[config.mk]
export PLATFORM = sky130hd
export DESIGN_NAME = sdamd_decoder
export DESIGN_NICKNAME = d
export VERILOG_FILES = /design/src/shared/sdamd_pkg.sv /design/src/sdamd_decoder.sv /design/src/sdamd_lane_delay.sv
export SDC_FILE = /design/constraint.sdc
export NUM_CORES = 1
export LEC_CHECK = 0
export ABC_AREA = 1
export ABC_CLOCK_PERIOD_IN_PS = 1300
export BUFFER_PORTS_ARGS = -buffer_cell sky130_fd_sc_hd__buf_4
export CAP_MARGIN = 20
export CORE_ASPECT_RATIO = 1.25
export CORE_MARGIN = 5
export CORE_UTILIZATION = 47
export DETAILED_ROUTE_END_ITERATION = 8
export MAX_ROUTING_LAYER = met4
export PLACE_DENSITY = 0.78
export SYNTH_ARGS = -nofsm -noshare
export SYNTH_HDL_FRONTEND = slang
export SYNTH_HIERARCHICAL = 1
export SYNTH_SLANG_ARGS = --single-unit
[constraint.sdc]
create_clock -name clk_i -period 1.3 [get_ports clk_i]
set_input_delay 0.065 -clock clk_i [delete_from_list [all_inputs] [get_ports clk_i]]
set_output_delay 0.065 -clock clk_i [all_outputs]
set_load 0.005 [all_outputs]
[src/shared/sdamd_pkg.sv]
// Package of constants and carrier types for the SDRAM address and mask decoder.
package sdamd_pkg;

  localparam int ADDR_WIDTH     = 13;
  localparam int BANK_WIDTH     = 2;
  localparam int NUM_BANKS      = 4;
  localparam int DATA_WIDTH_MAX = 16;
  localparam int LANE_WIDTH     = 8;
  localparam int COL_WIDTH_MAX  = 11;
  localparam int READ_MASK_LAT  = 2;
  localparam int PRE_SEL_BIT    = 10;
  localparam int COL_X4_HIGH    = 11;
  localparam int COL_X8_TOP     = 9;
  localparam int COL_X16_TOP    = 8;

  typedef enum logic [1:0] {
    SDAMD_CFG_X4  = 2'h0,
    SDAMD_CFG_X8  = 2'h1,
    SDAMD_CFG_X16 = 2'h2
  } sdamd_cfg_type;

  typedef enum logic [5:0] {
    SDAMD_CMD_NONE      = 6'h01,
    SDAMD_CMD_ACTIVATE  = 6'h02,
    SDAMD_CMD_READ      = 6'h04,
    SDAMD_CMD_WRITE     = 6'h08,
    SDAMD_CMD_PRECHARGE = 6'h10,
    SDAMD_CMD_MODE_SET  = 6'h20
  } sdamd_cmd_type;

  typedef struct packed {
    logic                  chip_select_n;
    sdamd_cmd_type         command;
    logic [BANK_WIDTH-1:0] bank_select;
    logic [ADDR_WIDTH-1:0] muxed_address_lines;
    logic                  low_byte_mask;
    logic                  high_byte_mask;
  } sdamd_req_type;

  typedef struct packed {
    logic                     valid;
    logic [BANK_WIDTH-1:0]    bank;
    logic [ADDR_WIDTH-1:0]    row;
  } sdamd_row_type;

  typedef struct packed {
    logic                     valid;
    logic                     is_write;
    logic [BANK_WIDTH-1:0]    bank;
    logic [COL_WIDTH_MAX-1:0] column;
    logic                     auto_precharge;
  } sdamd_col_type;

  typedef struct packed {
    logic                  valid;
    logic                  all_banks;
    logic [NUM_BANKS-1:0]  bank_onehot;
  } sdamd_pre_type;

endpackage

[src/sdamd_decoder.sv]
// Address, bank-select and data-mask decoder of a four-bank SDRAM.
`timescale 1ns/1ps

// What this block does
// A write beat with its lane mask sampled high is dropped and the array lane is not written.
// A read lane whose mask is sampled high has its output driver off two clocks later.
// In the x16 setup the low mask governs data lines 0-7 and the high mask lines 8-15.
// In the x4 and x8 setups the low mask is ignored and the high mask covers the whole bus.
// The two bank-select bits taken with activate, read, write or precharge choose the bank.
// An activate captures all thirteen address lines as the row of the selected bank.
// Read and write take column lines 0-9 plus 11 in x4, 0-9 in x8 and 0-8 in x16.
// Line 10 with a read or write selects auto precharge at the end of the burst.
// Line 10 with a precharge selects all banks when high and one bank when low.
// A mode set command loads the address lines into the mode register.
// The data bus is sixteen, eight or four lines wide by setup, the rest unused.
// A single-bank precharge acts on the bank given by the bank-select bits.
// Every input is registered on the rising clock edge.
// With chip select high commands are ignored but the masks keep acting.
// The controller raises the read mask one clock ahead of the beat to suppress.
module sdamd_decoder
  import sdamd_pkg::*;
#(
  parameter sdamd_cfg_type CONFIG = SDAMD_CFG_X16
) (
  // Clock and reset.
  input  wire logic                                   clk_i,
  input  wire logic                                   reset_i,
  // Controller request pins.
  input  wire sdamd_pkg::sdamd_req_type               req_i,
  // Data lines from the pins, with beat qualifiers from the burst engine.
  input  wire logic [sdamd_pkg::DATA_WIDTH_MAX-1:0]   data_lines_i,
  input  wire logic                                   write_beat_i,
  input  wire logic                                   read_beat_i,
  input  wire logic [sdamd_pkg::DATA_WIDTH_MAX-1:0]   read_data_i,
  // Data lines toward the pins.
  output logic      [sdamd_pkg::DATA_WIDTH_MAX-1:0]   data_lines_o,
  output logic      [sdamd_pkg::DATA_WIDTH_MAX-1:0]   data_lines_oe_o,
  // Array write port.
  output logic      [sdamd_pkg::DATA_WIDTH_MAX-1:0]   array_wdata_o,
  output logic      [sdamd_pkg::DATA_WIDTH_MAX-1:0]   array_wbit_en_o,
  output logic                                        array_write_o,
  // Decoded commands.
  output sdamd_pkg::sdamd_row_type                    row_o,
  output sdamd_pkg::sdamd_col_type                    col_o,
  output sdamd_pkg::sdamd_pre_type                    pre_o,
  output logic      [sdamd_pkg::ADDR_WIDTH-1:0]       mode_reg_o,
  output logic                                        mode_load_o
);

  import sdamd_pkg::*;

  localparam int DW = (CONFIG == SDAMD_CFG_X16) ? 16 : (CONFIG == SDAMD_CFG_X8) ? 8 : 4;

  ////////////////////////////////////////////////////////////////////////////////
  // Elaboration checks.

  if (CONFIG != SDAMD_CFG_X4 && CONFIG != SDAMD_CFG_X8 &&
      CONFIG != SDAMD_CFG_X16) begin : g_bad_config
    $error("sdamd_decoder supports only the x4, x8 and x16 setups.");
  end

  // The read mask line needs one stage of its own ahead of the output register.
  if (READ_MASK_LAT < 2) begin : g_bad_latency
    $error("sdamd_decoder needs a read mask latency of at least two clocks.");
  end

  // The column field must hold lines 0-9 and the extra x4 line, which must exist.
  if (COL_WIDTH_MAX < COL_X8_TOP + 2 || COL_X4_HIGH >= ADDR_WIDTH) begin : g_bad_column
    $error("sdamd_decoder column field cannot hold the x4 column.");
  end

  // The precharge select line sits above every column bit of the x8 and x16 setups.
  if (PRE_SEL_BIT >= ADDR_WIDTH || PRE_SEL_BIT <= COL_X8_TOP) begin : g_bad_pre_line
    $error("sdamd_decoder precharge select line is out of place.");
  end

  // Every code of the bank-select bits must name a bank.
  if (NUM_BANKS != (1 << BANK_WIDTH)) begin : g_bad_banks
    $error("sdamd_decoder bank count does not match the bank-select width.");
  end

  // Two byte lanes must cover the widest data bus.
  if (DATA_WIDTH_MAX != 2 * LANE_WIDTH) begin : g_bad_lanes
    $error("sdamd_decoder needs exactly two byte lanes on the widest bus.");
  end

  ////////////////////////////////////////////////////////////////////////////////
  // Helper functions.

  // Expands the two lane masks to one mask bit per data line.
  function automatic logic [DATA_WIDTH_MAX-1:0] lane_bits(input logic [1:0] m);
    logic [DATA_WIDTH_MAX-1:0] bits;
    bits = '0;
    if (CONFIG == SDAMD_CFG_X16) begin
      bits = {{LANE_WIDTH{m[1]}}, {LANE_WIDTH{m[0]}}};
    end else begin
      bits = {DATA_WIDTH_MAX{m[1]}};
    end
    return bits;
  endfunction

  // Lines that exist in this setup; the others are left unconnected.
  function automatic logic [DATA_WIDTH_MAX-1:0] used_bits();
    logic [DATA_WIDTH_MAX-1:0] bits;
    bits = '0;
    for (int i = 0; i < DW; i++) begin
      bits[i] = 1'b1;
    end
    return bits;
  endfunction

  // Gathers the column bits that this setup reads from the address lines.
  function automatic logic [COL_WIDTH_MAX-1:0] column_of(input logic [ADDR_WIDTH-1:0] a);
    logic [COL_WIDTH_MAX-1:0] c;
    c = '0;
    case (CONFIG)
      SDAMD_CFG_X4: begin
        c = {a[COL_X4_HIGH], a[COL_X8_TOP:0]};
      end
      SDAMD_CFG_X8: begin
        c[COL_X8_TOP:0] = a[COL_X8_TOP:0];
      end
      default: begin
        c[COL_X16_TOP:0] = a[COL_X16_TOP:0];
      end
    endcase
    return c;
  endfunction

  // A command counts only when chip select was sampled low with it.
  function automatic logic takes(input sdamd_req_type r, input sdamd_cmd_type c);
    return !r.chip_select_n && r.command == c;
  endfunction

  // Turns the two bank-select bits into one enable per bank.
  function automatic logic [NUM_BANKS-1:0] bank_onehot_of(input logic [BANK_WIDTH-1:0] b);
    logic [NUM_BANKS-1:0] hot;
    hot    = '0;
    hot[b] = 1'b1;
    return hot;
  endfunction

  ////////////////////////////////////////////////////////////////////////////////
  // Input registers.

  sdamd_req_type             req_reg;
  logic [DATA_WIDTH_MAX-1:0] wdata_reg;
  logic                      wbeat_reg;
  logic                      rbeat_reg;
  logic [DATA_WIDTH_MAX-1:0] rdata_reg;

  // Command, address, bank-select and mask pins.
  always_ff @(posedge clk_i) begin
    if (reset_i) begin
      req_reg               <= '0;
      req_reg.chip_select_n <= 1'b1;
      req_reg.command       <= SDAMD_CMD_NONE;
    end else begin
      req_reg <= req_i;
    end
  end

  // Write data with its beat qualifier; lines that do not exist read as zero.
  always_ff @(posedge clk_i) begin
    if (reset_i) begin
      wdata_reg <= '0;
      wbeat_reg <= 1'b0;
    end else begin
      wdata_reg <= data_lines_i & used_bits();
      wbeat_reg <= write_beat_i;
    end
  end

  // Array read data with its beat qualifier.
  always_ff @(posedge clk_i) begin
    if (reset_i) begin
      rdata_reg <= '0;
      rbeat_reg <= 1'b0;
    end else begin
      rdata_reg <= read_data_i & used_bits();
      rbeat_reg <= read_beat_i;
    end
  end

  logic [DATA_WIDTH_MAX-1:0] mask_bits;
  logic [DATA_WIDTH_MAX-1:0] keep_bits;
  logic [NUM_BANKS-1:0]      bank_dec;
  logic                      act_hit;
  logic                      rd_hit;
  logic                      wr_hit;
  logic                      pre_hit;
  logic                      mset_hit;

  assign mask_bits = lane_bits({req_reg.high_byte_mask, req_reg.low_byte_mask});
  assign keep_bits = ~mask_bits & used_bits();
  assign bank_dec  = bank_onehot_of(req_reg.bank_select);
  assign act_hit   = takes(req_reg, SDAMD_CMD_ACTIVATE);
  assign rd_hit    = takes(req_reg, SDAMD_CMD_READ);
  assign wr_hit    = takes(req_reg, SDAMD_CMD_WRITE);
  assign pre_hit   = takes(req_reg, SDAMD_CMD_PRECHARGE);
  assign mset_hit  = takes(req_reg, SDAMD_CMD_MODE_SET);

  ////////////////////////////////////////////////////////////////////////////////
  // Command decode.

  // Row capture on an activate.
  always_ff @(posedge clk_i) begin
    if (reset_i) begin
      row_o <= '0;
    end else begin
      row_o.valid <= act_hit;
      row_o.bank  <= req_reg.bank_select;
      row_o.row   <= req_reg.muxed_address_lines;
    end
  end

  // Column capture on a read or a write; the fields mean something only with valid.
  always_ff @(posedge clk_i) begin
    if (reset_i) begin
      col_o <= '0;
    end else begin
      col_o.valid          <= rd_hit || wr_hit;
      col_o.is_write       <= wr_hit;
      col_o.bank           <= req_reg.bank_select;
      col_o.column         <= column_of(req_reg.muxed_address_lines);
      col_o.auto_precharge <= req_reg.muxed_address_lines[PRE_SEL_BIT];
    end
  end

  // Precharge target: every bank, or the one that the bank-select bits name.
  always_ff @(posedge clk_i) begin
    if (reset_i) begin
      pre_o <= '0;
    end else begin
      pre_o.valid       <= pre_hit;
      pre_o.all_banks   <= req_reg.muxed_address_lines[PRE_SEL_BIT];
      pre_o.bank_onehot <= req_reg.muxed_address_lines[PRE_SEL_BIT] ?
                           {NUM_BANKS{1'b1}} : bank_dec;
    end
  end

  // Mode register; it keeps its op-code until the next mode set.
  always_ff @(posedge clk_i) begin
    if (reset_i) begin
      mode_load_o <= 1'b0;
      mode_reg_o  <= '0;
    end else begin
      mode_load_o <= mset_hit;
      if (mset_hit) begin
        mode_reg_o <= req_reg.muxed_address_lines;
      end
    end
  end

  ////////////////////////////////////////////////////////////////////////////////
  // Write masking.

  always_ff @(posedge clk_i) begin
    if (reset_i) begin
      array_write_o   <= 1'b0;
      array_wdata_o   <= '0;
      array_wbit_en_o <= '0;
    end else begin
      // A beat with every lane masked leaves the array untouched.
      array_write_o   <= wbeat_reg && (keep_bits != '0);
      array_wdata_o   <= wdata_reg;
      array_wbit_en_o <= wbeat_reg ? keep_bits : '0;
    end
  end

  ////////////////////////////////////////////////////////////////////////////////
  // Read output disable with two-clock latency.

  // One stage here and the output register below make up the two-clock latency.
  logic [1:0] rmask_late;

  sdamd_lane_delay #(
    .WIDTH (2),
    .DEPTH (READ_MASK_LAT - 1)
  ) u_rmask_delay (
    .clk_i   (clk_i),
    .reset_i (reset_i),
    .data_i  ({req_reg.high_byte_mask, req_reg.low_byte_mask}),
    .data_o  (rmask_late)
  );

  // Read data toward the pins, one beat a cycle.
  always_ff @(posedge clk_i) begin
    if (reset_i) begin
      data_lines_o <= '0;
    end else begin
      data_lines_o <= rdata_reg;
    end
  end

  // Drivers of masked lanes stay off; unconnected lines are never driven.
  always_ff @(posedge clk_i) begin
    if (reset_i) begin
      data_lines_oe_o <= '0;
    end else begin
      data_lines_oe_o <= rbeat_reg ? (~lane_bits(rmask_late) & used_bits()) : '0;
    end
  end

endmodule

[src/sdamd_lane_delay.sv]
// Fixed-latency shift line that delays the per-lane read mask.
`timescale 1ns/1ps

module sdamd_lane_delay #(
  parameter int WIDTH = 2,
  parameter int DEPTH = 2
) (
  // Clock and reset.
  input  wire logic             clk_i,
  input  wire logic             reset_i,
  // Data in and delayed data out.
  input  wire logic [WIDTH-1:0] data_i,
  output logic      [WIDTH-1:0] data_o
);

  logic [WIDTH-1:0] stage_reg [DEPTH];

  if (DEPTH < 1 || WIDTH < 1) begin : g_bad_size
    $error("sdamd_lane_delay needs positive width and depth.");
  end

  always_ff @(posedge clk_i) begin
    if (reset_i) begin
      for (int i = 0; i < DEPTH; i++) begin
        stage_reg[i] <= '0;
      end
    end else begin
      stage_reg[0] <= data_i;
      for (int i = 1; i < DEPTH; i++) begin
        stage_reg[i] <= stage_reg[i-1];
      end
    end
  end

  assign data_o = stage_reg[DEPTH-1];

endmodule

Word level (Yosys, flattened, before mapping) --
Memories as Yosys holds them, arrays and structs flattened. Cells that the tools add are included. W data, S select, Z words.
Storage, ports and cells: flip-flop bits (word level) 172, memory bits (writable) 2, bits of input ports 60, output and inout port bits 117, word-level logic and storage cells 61, memories kept 1
Memory list:
- u_rmask_delay.stage_reg | words 1, width 2, read ports 1, clocked after Yosys merged registers in 0, wr ports 1, line sdamd_lane_delay.sv:16 | logic [WIDTH-1:0] stage_reg [DEPTH];
Cells by class: order comparisons 2, equality and inequality tests 5, multiplexer cells 9, bitwise gates (word level) 4, reduce and logical (&&, ||, !) cells 13
Operators by type and width (count):
- $not A16 Y16 | 2
- $mux W16 | 1
- $reduce_bool A16 Y1 | 1
- $logic_and A1 B1 Y1 | 7
- $eq A6 B2 Y1 const B | 1
- $eq A6 B3 Y1 const B | 1
- $eq A6 B4 Y1 const B | 1
- $eq A6 B5 Y1 const B | 1
- $eq A6 B6 Y1 const B | 1
- $reduce_or A2 Y1 | 3
- $mux W1 | 5
- $mux W4 | 1
- $lt A2 B3 Y1 const B | 1
- $demux W1 S2 | 1
- $ge A2 B1 Y1 const B | 1
- $mux W2 | 1
- $not A1 Y1 | 2
- $logic_not A1 Y1 | 1
- $logic_or A1 B1 Y1 | 1

Depth between registers and ports, before layout --
Gate-level depths: netlist (run 1).
depth after elaboration 5, depth in mapped cells 7, depth with buffers taken out 6

Modules after synthesis --
The synthesis (run 1) kept the hierarchy.
By module, submodules not included:
- sdamd_decoder | times used 1, cells an instance 494, area an instance 4277.9 um^2, seq. area each 2642.5 um^2
- sdamd_lane_delay | times used 1, cells an instance 6, area an instance 55.1 um^2, seq. area each 40.0 um^2

Worst setup path after synthesis (run 1) --
Ideal clock, no wire load.
kind flip-flop to flip-flop, start register req_reg[19] (netlist bit), end register mode_reg_o[10] (netlist bit), library setup time 113 ps, arrival 890 ps, data required time 1187 ps, slack 297 ps, cell stages (with the launch flop) 8, path buffers 1, period minus slack after synthesis 1003 ps, cells stage by stage dfxtp_1 inv_2 nand2_1 nor2_2 buf_6 nand3_1 nand2_1 nor2_1
On the way: longest elaborated chain between the ends 2
Ends and longest elaborated chain:
- from (decl) | line sdamd_decoder.sv:146 | sdamd_req_type req_reg;
- from (signal assigned) | line sdamd_decoder.sv:159 | req_reg <= req_i;
- $eq A6 B6 Y1 | line sdamd_decoder.sv:132 | return !r.chip_select_n && r.command == c;
- $logic_and A1 B1 Y1 | line sdamd_decoder.sv:132
- to (signal assigned) | line sdamd_decoder.sv:250 | mode_reg_o <= req_reg.muxed_address_lines;
- to (decl) | line sdamd_decoder.sv:46 | output logic [sdamd_pkg::ADDR_WIDTH-1:0] mode_reg_o,
No other way between the ends. A chain may end at the register's enable or synchronous reset.

Worst setup path after layout (run 1) --
start input port req_i[17] (netlist bit), end register req_reg[17] (netlist bit)
RTL lines:
- from (decl) | line sdamd_decoder.sv:29 | input wire sdamd_pkg::sdamd_req_type req_i,
No word-level cell between the ends.

==> results of run 1 <==
-- logic make-up after synthesis --
family / share of synthesized area, %
AO/OA/AOI/OAI: 0.520
flip-flops: 61.9
buffers and inverters: 19.7
AND/OR/NAND/NOR: 17.8
other: 0.0865
-- worst max-delay path, stage by stage --
cell           delay (ps)
dlygate4sd3_1         540
buf_4                 130
or2_1                 200
dlygate4sd3_1         550
-- power by group through the flow --
stage	clock, W	combinational, W	sequential, W
4_1_cts	0.00539	0.000793	0.00436
3_5_place_dp	0	0.000631	0.00444
3_3_place_gp	0	0.000609	0.00443
2_1_floorplan	0	0.000308	0.00444
6_report	0.00531	0.000801	0.00436
5_1_grt	0.00564	0.000883	0.00437
-- layout by cell type (no fill, tap or decap), types with 2 or more instances in the layout --
cell / Yosys / layout
clkbuf_16: 0 / 17
dfxtp_1: 134 / 134
nand4_1: 2 / 2
clkinvlp_4: 0 / 3
buf_4: 45 / 177
nand3_1: 17 / 17
buf_12: 0 / 2
nor2_4: 2 / 2
o21ai_1: 2 / 2
clkinv_2: 0 / 3
nor2_1: 135 / 135
conb_1: 1 / 2
nor3_1: 5 / 5
bufinv_16: 0 / 6
nand2_1: 20 / 20
inv_2: 8 / 8
dlygate4sd3_1: 0 / 64
or2_1: 2 / 2
inv_1: 108 / 108
nor2_2: 2 / 2
-- final cells by class --
class / instances / area, um^2
clock inverter: 13 / 226
multi-input combinational: 192 / 800
tap: 123 / 154
inverter: 116 / 435
sequential: 134 / 2680
timing repair buffer: 243 / 2010
fill: 630 / 2320
antenna: 1 / 2.50
clock buffer: 19 / 443
-- metal layers --
layer,vias up,part of all wire [%]
met5,-,0
met4,0,4.3
met3,46,5.5
met2,131,56
met1,1596,34
li1,1783,-
-- metrics by stage --
stage	instance area, um^2	setup slack (ps)
floorplan	4340	297
global placement	5440	277
detailed placement	5440	205
CTS	6750	127
global route	6750	33.9
finish	6750	94.3
-- final timing paths --
check,from,end,cells past startpoint
worst max register to register,req_reg[20],mode_reg_o[7],7
worst max-delay path,req_i[17],req_reg[17],4
worst min-delay path,reset_i,u_rmask_delay/stage_reg[0][1],3
worst min register to register,u_rmask_delay/stage_reg[0][1],data_lines_oe_o[14],1
==> flow_summary.toml, run 1 <==
[drt]
dr_total_vias = 3556
avgViaCountPerCell = 4.23
ant_nets = 0
dr.first_iter.drc_count = 128
routedWlPerCell_um = 13.0
wirelength_um = 10900
drc = 0
first_pass_iters = 4

[cells_and_area]
area_growth_pct = 55.8
final_net_count = 764
drive_gt1_share_pct = 31.1
fin_cells = 841
postLayoutCoreUtil_pct = 74.4
largest_reg_flops = 22

[logic_synthesis]
synth_top_area_share_pct = 61.9
yosysSeqAreaShare_pct = 61.9
synth_flop_cell = "dfxtp_1"
ys_warn_count = 6
yosysUniqueCellTypes = 20
synth_commonest_cells = "nor2_1, dfxtp_1, inv_1"
synthCells = 500
ys_top_cells_by_area = "dfxtp_1, nor2_1, inv_1"
synth_edf_count = 0
yosysMostFrequentCell = "nor2_1"
async_flop_share_pct = 0
synth_top_area_cell = "dfxtp_1"
syn_area_um2 = 4330
ys_ff_latch = 134
syn_area_per_cell_um2 = 8.67

[global_routing]
grt_pass1_vias = 3820
grt_use_total_pct = 21.1
grt_max_degree = 47
grt_use_met2_pct = 36.7
met1_usage_pct = 19.4
overflow = 0
antenna_found_initial = 1
grt_busiest_layer = "met2"
met3_usage_pct = 6.21
grt_pass1_wl_um = 17700

[pwr]
switching_share_pct = 19.8
p_leak_nw = 3.45
p_total_w = 0.0105
vdd_drop_max_mv = 1.27
power_frac_comb_pct = 7.7
internal_power_w = 0.00840
p_per_area_nw_per_um2 = 1550
clkPwrFrac_pct = 50.7
seqPwrFrac_pct = 41.6
p_sw_w = 0.00208

[sta]
finalCriticalPeriod_ps = 1210
setup_violations = 0
finalMaxSlewViolations = 0
whs_ps = 159
fmax_ghz = 0.829
finalHoldViolations = 0
rsz0062_at_grt = "false"
finalCritPeriodShare_pct = 92.7
setup-tns-final_ps = 0
clock_skew_ps = 7.84

[clock_tree]
insertion_delay_ps = 400
cts_buffer_depth = 2
cts.clk_slew.worst_paths_ps = 50
cts_root_buffer = "clkbuf_16"
post_cts_buffers = 0
htreeDepth = 4
numCtsBuffers = 17
ctsHoldBuffers = 64
cts_sinks = 134
cts_tree = "yes"
cts_resized = 0

[placed_design]
globalplace.congestion = 0.811
numPortBuffers = 174
dp.cells = 744
hpwl_um = 7060

[die]
dieArea_um2 = 11300
io_pins = 177
dieWidth_um = 95.9
core_um2 = 9080
start_util_pct = 47.7
die_y_um = 117
fp-row-count = 39

[critical_path]
crit_type = "input port to flop"
ff2ff_setup_slack_ps = 150
crit_path_end_kind = "flop"
cp_max_fo = 1
crit_arrival_ps = 1490
cp-start-kind = "input port"
worstPathRequired_ps = 1580

[worst_hold_path]
hp-class = "input port to flop"

[run_status]
status = "finished, final reports clean"

[run]
maxCapViolCount = 0
Note: power is estimated with default switching activity, not from simulation.
==> run 2: changes to the inputs <==
--- a/config.mk
+++ b/config.mk
@@ -5,7 +5,6 @@
 export SDC_FILE = /design/constraint.sdc
 export NUM_CORES = 1
 export LEC_CHECK = 0
-export ABC_AREA = 1
 export ABC_CLOCK_PERIOD_IN_PS = 1300
 export BUFFER_PORTS_ARGS = -buffer_cell sky130_fd_sc_hd__buf_4
 export CAP_MARGIN = 20
@@ -14,7 +13,7 @@
 export CORE_UTILIZATION = 47
 export DETAILED_ROUTE_END_ITERATION = 8
 export MAX_ROUTING_LAYER = met4
-export PLACE_DENSITY = 0.78
+export PLACE_DENSITY = 0.79
 export SYNTH_ARGS = -nofsm -noshare
 export SYNTH_HDL_FRONTEND = slang
 export SYNTH_HIERARCHICAL = 1
==> flow_summary.toml, run 2 <==
[run_status]
status = "finished, final reports clean"

[pwr]
p_sw_w = 0.00192
switching_share_pct = 21.0
clkPwrFrac_pct = 44.5
power_frac_comb_pct = 7.9
p_total_w = 0.00915
p_leak_nw = 3.06
internal_power_w = 0.00723
seqPwrFrac_pct = 47.6
p_per_area_nw_per_um2 = 1400
vdd_drop_max_mv = 0.944

[cells_and_area]
antenna_cells = 0
fill_cells = 583
largest_reg_flops = 22
drive_gt1_share_pct = 39.9
final_cell_mix = "buf_4, dfxtp_1, nor2b_1, dlygate4sd3_1, clkbuf_16"
fin_area_um2 = 6520
mostFrequentLayoutCell = "buf_4"
fin_cells = 697
final_net_count = 625
area_growth_pct = 55.9

[drt]
ant_nets = 0
wirelength_um = 9370
dr.first_iter.drc_count = 99
routedWlPerCell_um = 13.4
dr_total_vias = 2922
drc = 0
first_pass_iters = 4
avgViaCountPerCell = 4.19

[die]
start_util_pct = 48.1
dieWidth_um = 94.4
die_y_um = 115
io_pins = 177
core_um2 = 8700
dieArea_um2 = 10900
fp-row-count = 38

[placed_design]
numPortBuffers = 174
globalplace.congestion = 0.758
dp.cells = 600
dpl-instance-area_um2 = 5340
hpwl_um = 6060

[sta]
rsz0062_at_grt = "true"
finalHoldViolations = 0
finalMaxSlewViolations = 0
finalCritPeriodShare_pct = 98.6
finalCriticalPeriod_ps = 1280
clock_skew_ps = 6.76
setup_violations = 0
fmax_ghz = 0.780

[logic_synthesis]
synth_top_area_cell = "dfxtp_1"
ys_ff_latch = 134
synthCells = 356
syn_area_per_cell_um2 = 11.7
synth_commonest_cells = "dfxtp_1, nor2b_1, buf_4"
ys_top_cells_by_area = "dfxtp_1, nor2b_1, buf_4"
synth_edf_count = 0
yosysMostFrequentCell = "dfxtp_1"
synth_flop_cell = "dfxtp_1"
yosysUniqueCellTypes = 26
syn_area_um2 = 4180
ys_warn_count = 6
async_flop_share_pct = 0
yosysSeqAreaShare_pct = 64.2
synth_top_area_share_pct = 64.2

[critical_path]
crit_arrival_ps = 1680
cpPeakStageDelay_ps = 330
r2r-start = "req_reg[23]"
cp-startpoint = "req_reg[23]"
crit_path_end_kind = "flop"
worstPathRequired_ps = 1700
crit_type = "flop to flop"
cp_max_fo = 13
critPathSlowestCell = "dfxtp_2"
cp-start-kind = "flop"
path_cells = "nor3_2 -> nand4b_2 -> buf_12 -> mux2_4"

[global_routing]
antenna_found_initial = 0
grt_use_total_pct = 18.3
overflow = 0
grt_pass1_wl_um = 14300
grt_pass1_vias = 3021
grt_max_degree = 53

[clock_tree]
htreeDepth = 4
insertion_delay_ps = 510
cts.clk_slew.worst_paths_ps = 60
cts_buffer_depth = 2
cts_root_buffer = "clkbuf_8"
cts_sinks = 134
numCtsBuffers = 17
cts_tree = "yes"

[worst_hold_path]
hp-class = "input port to flop"
min_from = "req_i[21]"

[run]
maxCapViolCount = 0
[run 2: cell types whose count changed in the layout (fill, tap and decap cells not counted), moves of 9 or more]
cell	delta
nand2_1	-17
mux2_4	+9
nor2_1	-124
nor2b_1	+111
nand3_1	-16
inv_1	-106
[run 2: power groups by stage]
stage	registers [W]	logic [W]	clock network, W
floorplan	0.00443	0.000257	0
global placement	0.00443	0.000549	0
detailed placement	0.00444	0.000564	0
CTS	0.00435	0.000724	0.00416
global route	0.00437	0.000786	0.00439
finish	0.00435	0.000725	0.00407
[run 2: layer usage]
metal | wire, um | up-vias | share of wire [%] | GRT usage, %
met3 | 511 | 13 | 5.5 | 5.52
met2 | 5410 | 89 | 58 | 34.1
met4 | 163 | 0 | 1.7 | 8.77
met1 | 3280 | 1358 | 35 | 16.7
met5 | 0 | - | 0 | -
li1 | - | 1462 | - | -
[run 2: cells by family (layout without fill, tap and decap cells)]
| kind of cell | Yosys count | in the layout | synth area share [%] |
|---|---|---|---|
| buffers and inverters | 59 | 279 | 9.40 |
| DFF | 134 | 134 | 64.2 |
| muxes | 13 | 13 | 4.28 |
| xor gates and xnor gates | 1 | 1 | 0.209 |
| AOI/OAI and AO/OA | 3 | 3 | 0.419 |
| other | 1 | 2 | 0.0897 |
| and+or+nand+nor | 145 | 145 | 21.5 |
[run 2: path summary, 6_finish.rpt]
| check | to | slack, ps | cells past startpoint |
|---|---|---|---|
| max | mode_reg_o[8] | 20 | 4 |
| min | req_reg[21] | 300 | 3 |
| max reg2reg | mode_reg_o[8] | 20 | 4 |
| min reg2reg | data_lines_oe_o[14] | 380 | 1 |
[run 2: cell type report]
class                           instances  area [um^2]  area share, %
Timing Repair Buffer                  246         2050           31.4
Inverter                                2         7.51          0.115
Sequential cell                       134         2690           41.2
Clock buffer                           22          463           7.10
Tap cell                              120          150           2.30
Multi-Input combinational cell        164         1110           17.0
Clock inverter                          9         53.8          0.825
[run 2: repair_timing]
item	4_1_cts	5_1_grt
endpoints found under the setup margin	0	11
buffers inserted	0	1
resized for setup	0	3
endpoints found under the hold margin	61	0
hold buffers	65	0
[run 2: through the flow]
step | worst slack (ps) | hold slack, ps | setup TNS [ps] | util (%)
2_1_floorplan | 49.4 | 137 | 0 | -
3_3_place_gp | 53.4 | 258 | 0 | 61.4
3_5_place_dp | 41.4 | 254 | 0 | 61.4
4_1_cts | 34.2 | 275 | 0 | 74.8
5_1_grt | -7.59 | 293 | -29.9 | 74.9
6_report | 18.3 | 297 | 0 | 74.9
[run 2: critical path, delay by kind of cell (launching register included)]
kind	cells	cell delay [ps]
AND/OR/NAND/NOR	2	350
flip-flops	1	330
multiplexers	1	300
buffers and inverters	1	180
==> run 3: changes to the inputs <==
--- a/config.mk
+++ b/config.mk
@@ -10,10 +10,9 @@
 export CAP_MARGIN = 20
 export CORE_ASPECT_RATIO = 1.25
 export CORE_MARGIN = 5
-export CORE_UTILIZATION = 47
+export CORE_UTILIZATION = 45
 export DETAILED_ROUTE_END_ITERATION = 8
-export MAX_ROUTING_LAYER = met4
-export PLACE_DENSITY = 0.79
+export PLACE_DENSITY = 0.76
 export SYNTH_ARGS = -nofsm -noshare
 export SYNTH_HDL_FRONTEND = slang
 export SYNTH_HIERARCHICAL = 1
==> flow_summary.toml, run 3 (synthesis gave the netlist of run 2 again) <==
[clock_tree]
htreeDepth = 4
cts_tree = "yes"
cts_sinks = 134
numCtsBuffers = 17
cts_root_buffer = "clkbuf_16"
cts.clk_slew.worst_paths_ps = 50
post_cts_buffers = 0
cts_buffer_depth = 2
insertion_delay_ps = 400

[critical_path]
cp-start-kind = "flop"
cp_max_fo = 13
critPathSlowestCell = "dfxtp_2"
worstPathRequired_ps = 1580
path_cells = "nor3_4 -> nand4b_4 -> buf_12 -> mux2_4"
crit_type = "flop to flop"
crit_path_end_kind = "flop"
crit_arrival_ps = 1540
cpPeakStageDelay_ps = 330

[cells_and_area]
final_net_count = 621
mostFrequentLayoutCell = "buf_4"
postLayoutCoreUtil_pct = 71.1
largest_reg_flops = 22
fin_cells = 697
final_cell_mix = "buf_4, dfxtp_1, nor2b_1, dlygate4sd3_1, clkbuf_16"
area_growth_pct = 55.1
fin_area_um2 = 6480
drive_gt1_share_pct = 39.4

[pwr]
vdd_drop_max_mv = 0.888
p_per_area_nw_per_um2 = 1400
p_leak_nw = 3.05

[placed_design]
globalplace.congestion = 0.712
dp.cells = 607
dpl-instance-area_um2 = 5370
post-place-ws_ps = 26.8
numPortBuffers = 174
hpwl_um = 5810

[sta]
fmax_ghz = 0.794
finalMaxSlewViolations = 0
finalCritPeriodShare_pct = 96.9
setup_violations = 0
clock_skew_ps = 5.12
finalCriticalPeriod_ps = 1260
fin_ws_ps = 40.8
rsz0062_at_grt = "false"
finalHoldViolations = 0
setup-tns-final_ps = 0

[die]
fp-row-count = 39
die_y_um = 118
io_pins = 177
core_um2 = 9130
dieWidth_um = 96.2
dieArea_um2 = 11300
start_util_pct = 45.8

[global_routing]
grt_pass1_wl_um = 13900
grt_use_total_pct = 16.3
grt_max_degree = 42
antenna_found_initial = 1
grt_pass1_vias = 2936
overflow = 0

[drt]
first_pass_iters = 4
avgViaCountPerCell = 4.17
dr.first_iter.drc_count = 71
ant_nets = 0
dr_total_vias = 2907
wirelength_um = 8780
drc = 0
routedWlPerCell_um = 12.6

[run]
maxCapViolCount = 0

[worst_hold_path]
hp-class = "input port to flop"

[run_status]
status = "finished, final reports clean"
-- run 3: final timing paths --
check | from | to | slack [ps] | cells past startpoint
worst max-delay path | req_reg[23] | mode_reg_o[5] | 40 | 4
worst min-delay path | reset_i | u_rmask_delay/stage_reg[0][0] | 90 | 2
worst max register to register | req_reg[23] | mode_reg_o[5] | 40 | 4
worst min register to register | u_rmask_delay/stage_reg[0][1] | data_lines_oe_o[14] | 400 | 1
-- run 3: final cells by class --
class,count,area [um^2]
antenna,1,2.50
clock buffer,27,483
clock inverter,4,22.5
fill,602,2640
inverter,2,7.51
multi-input combinational,164,1130
sequential,134,2690
tap,123,154
timing repair buffer,242,2000
-- run 3: what timing repair did --
item	4_1_cts	5_1_grt
hold buffers	58	0
setup endpoints to repair	0	12
gates resized for setup	0	5
hold endpoints to repair	58	0
-- run 3: power by group --
group	switching (W)	internal, W
sequential	0.0000704	0.00429
clock	0.00151	0.00251
combinational	0.000226	0.000486
total	0.00181	0.00729
-- run 3: metrics by stage --
step / total power, W / hold WS [ps]
6_report: 0.00910 / 90.1
5_1_grt: 0.00952 / 87.2
4_1_cts: 0.00919 / 75.7
3_5_place_dp: 0.00500 / 258
3_3_place_gp: 0.00499 / 255
2_1_floorplan: 0.00469 / 137
-- run 3: metal layers --
layer,routed length (um),vias up,GRT usage (%)
met4,337,0,10.4
met5,0,-,0
met2,4580,116,27.9
met3,684,23,5.88
li1,-,1471,-
met1,3180,1297,16.0
-- run 3: worst max-delay path, delay by kind of cell, from the launching register on --
family / cells / cell delay [ps]
and+or+nand+nor: 2 / 340
muxes: 1 / 300
DFF: 1 / 330
buffers and inverters: 1 / 170
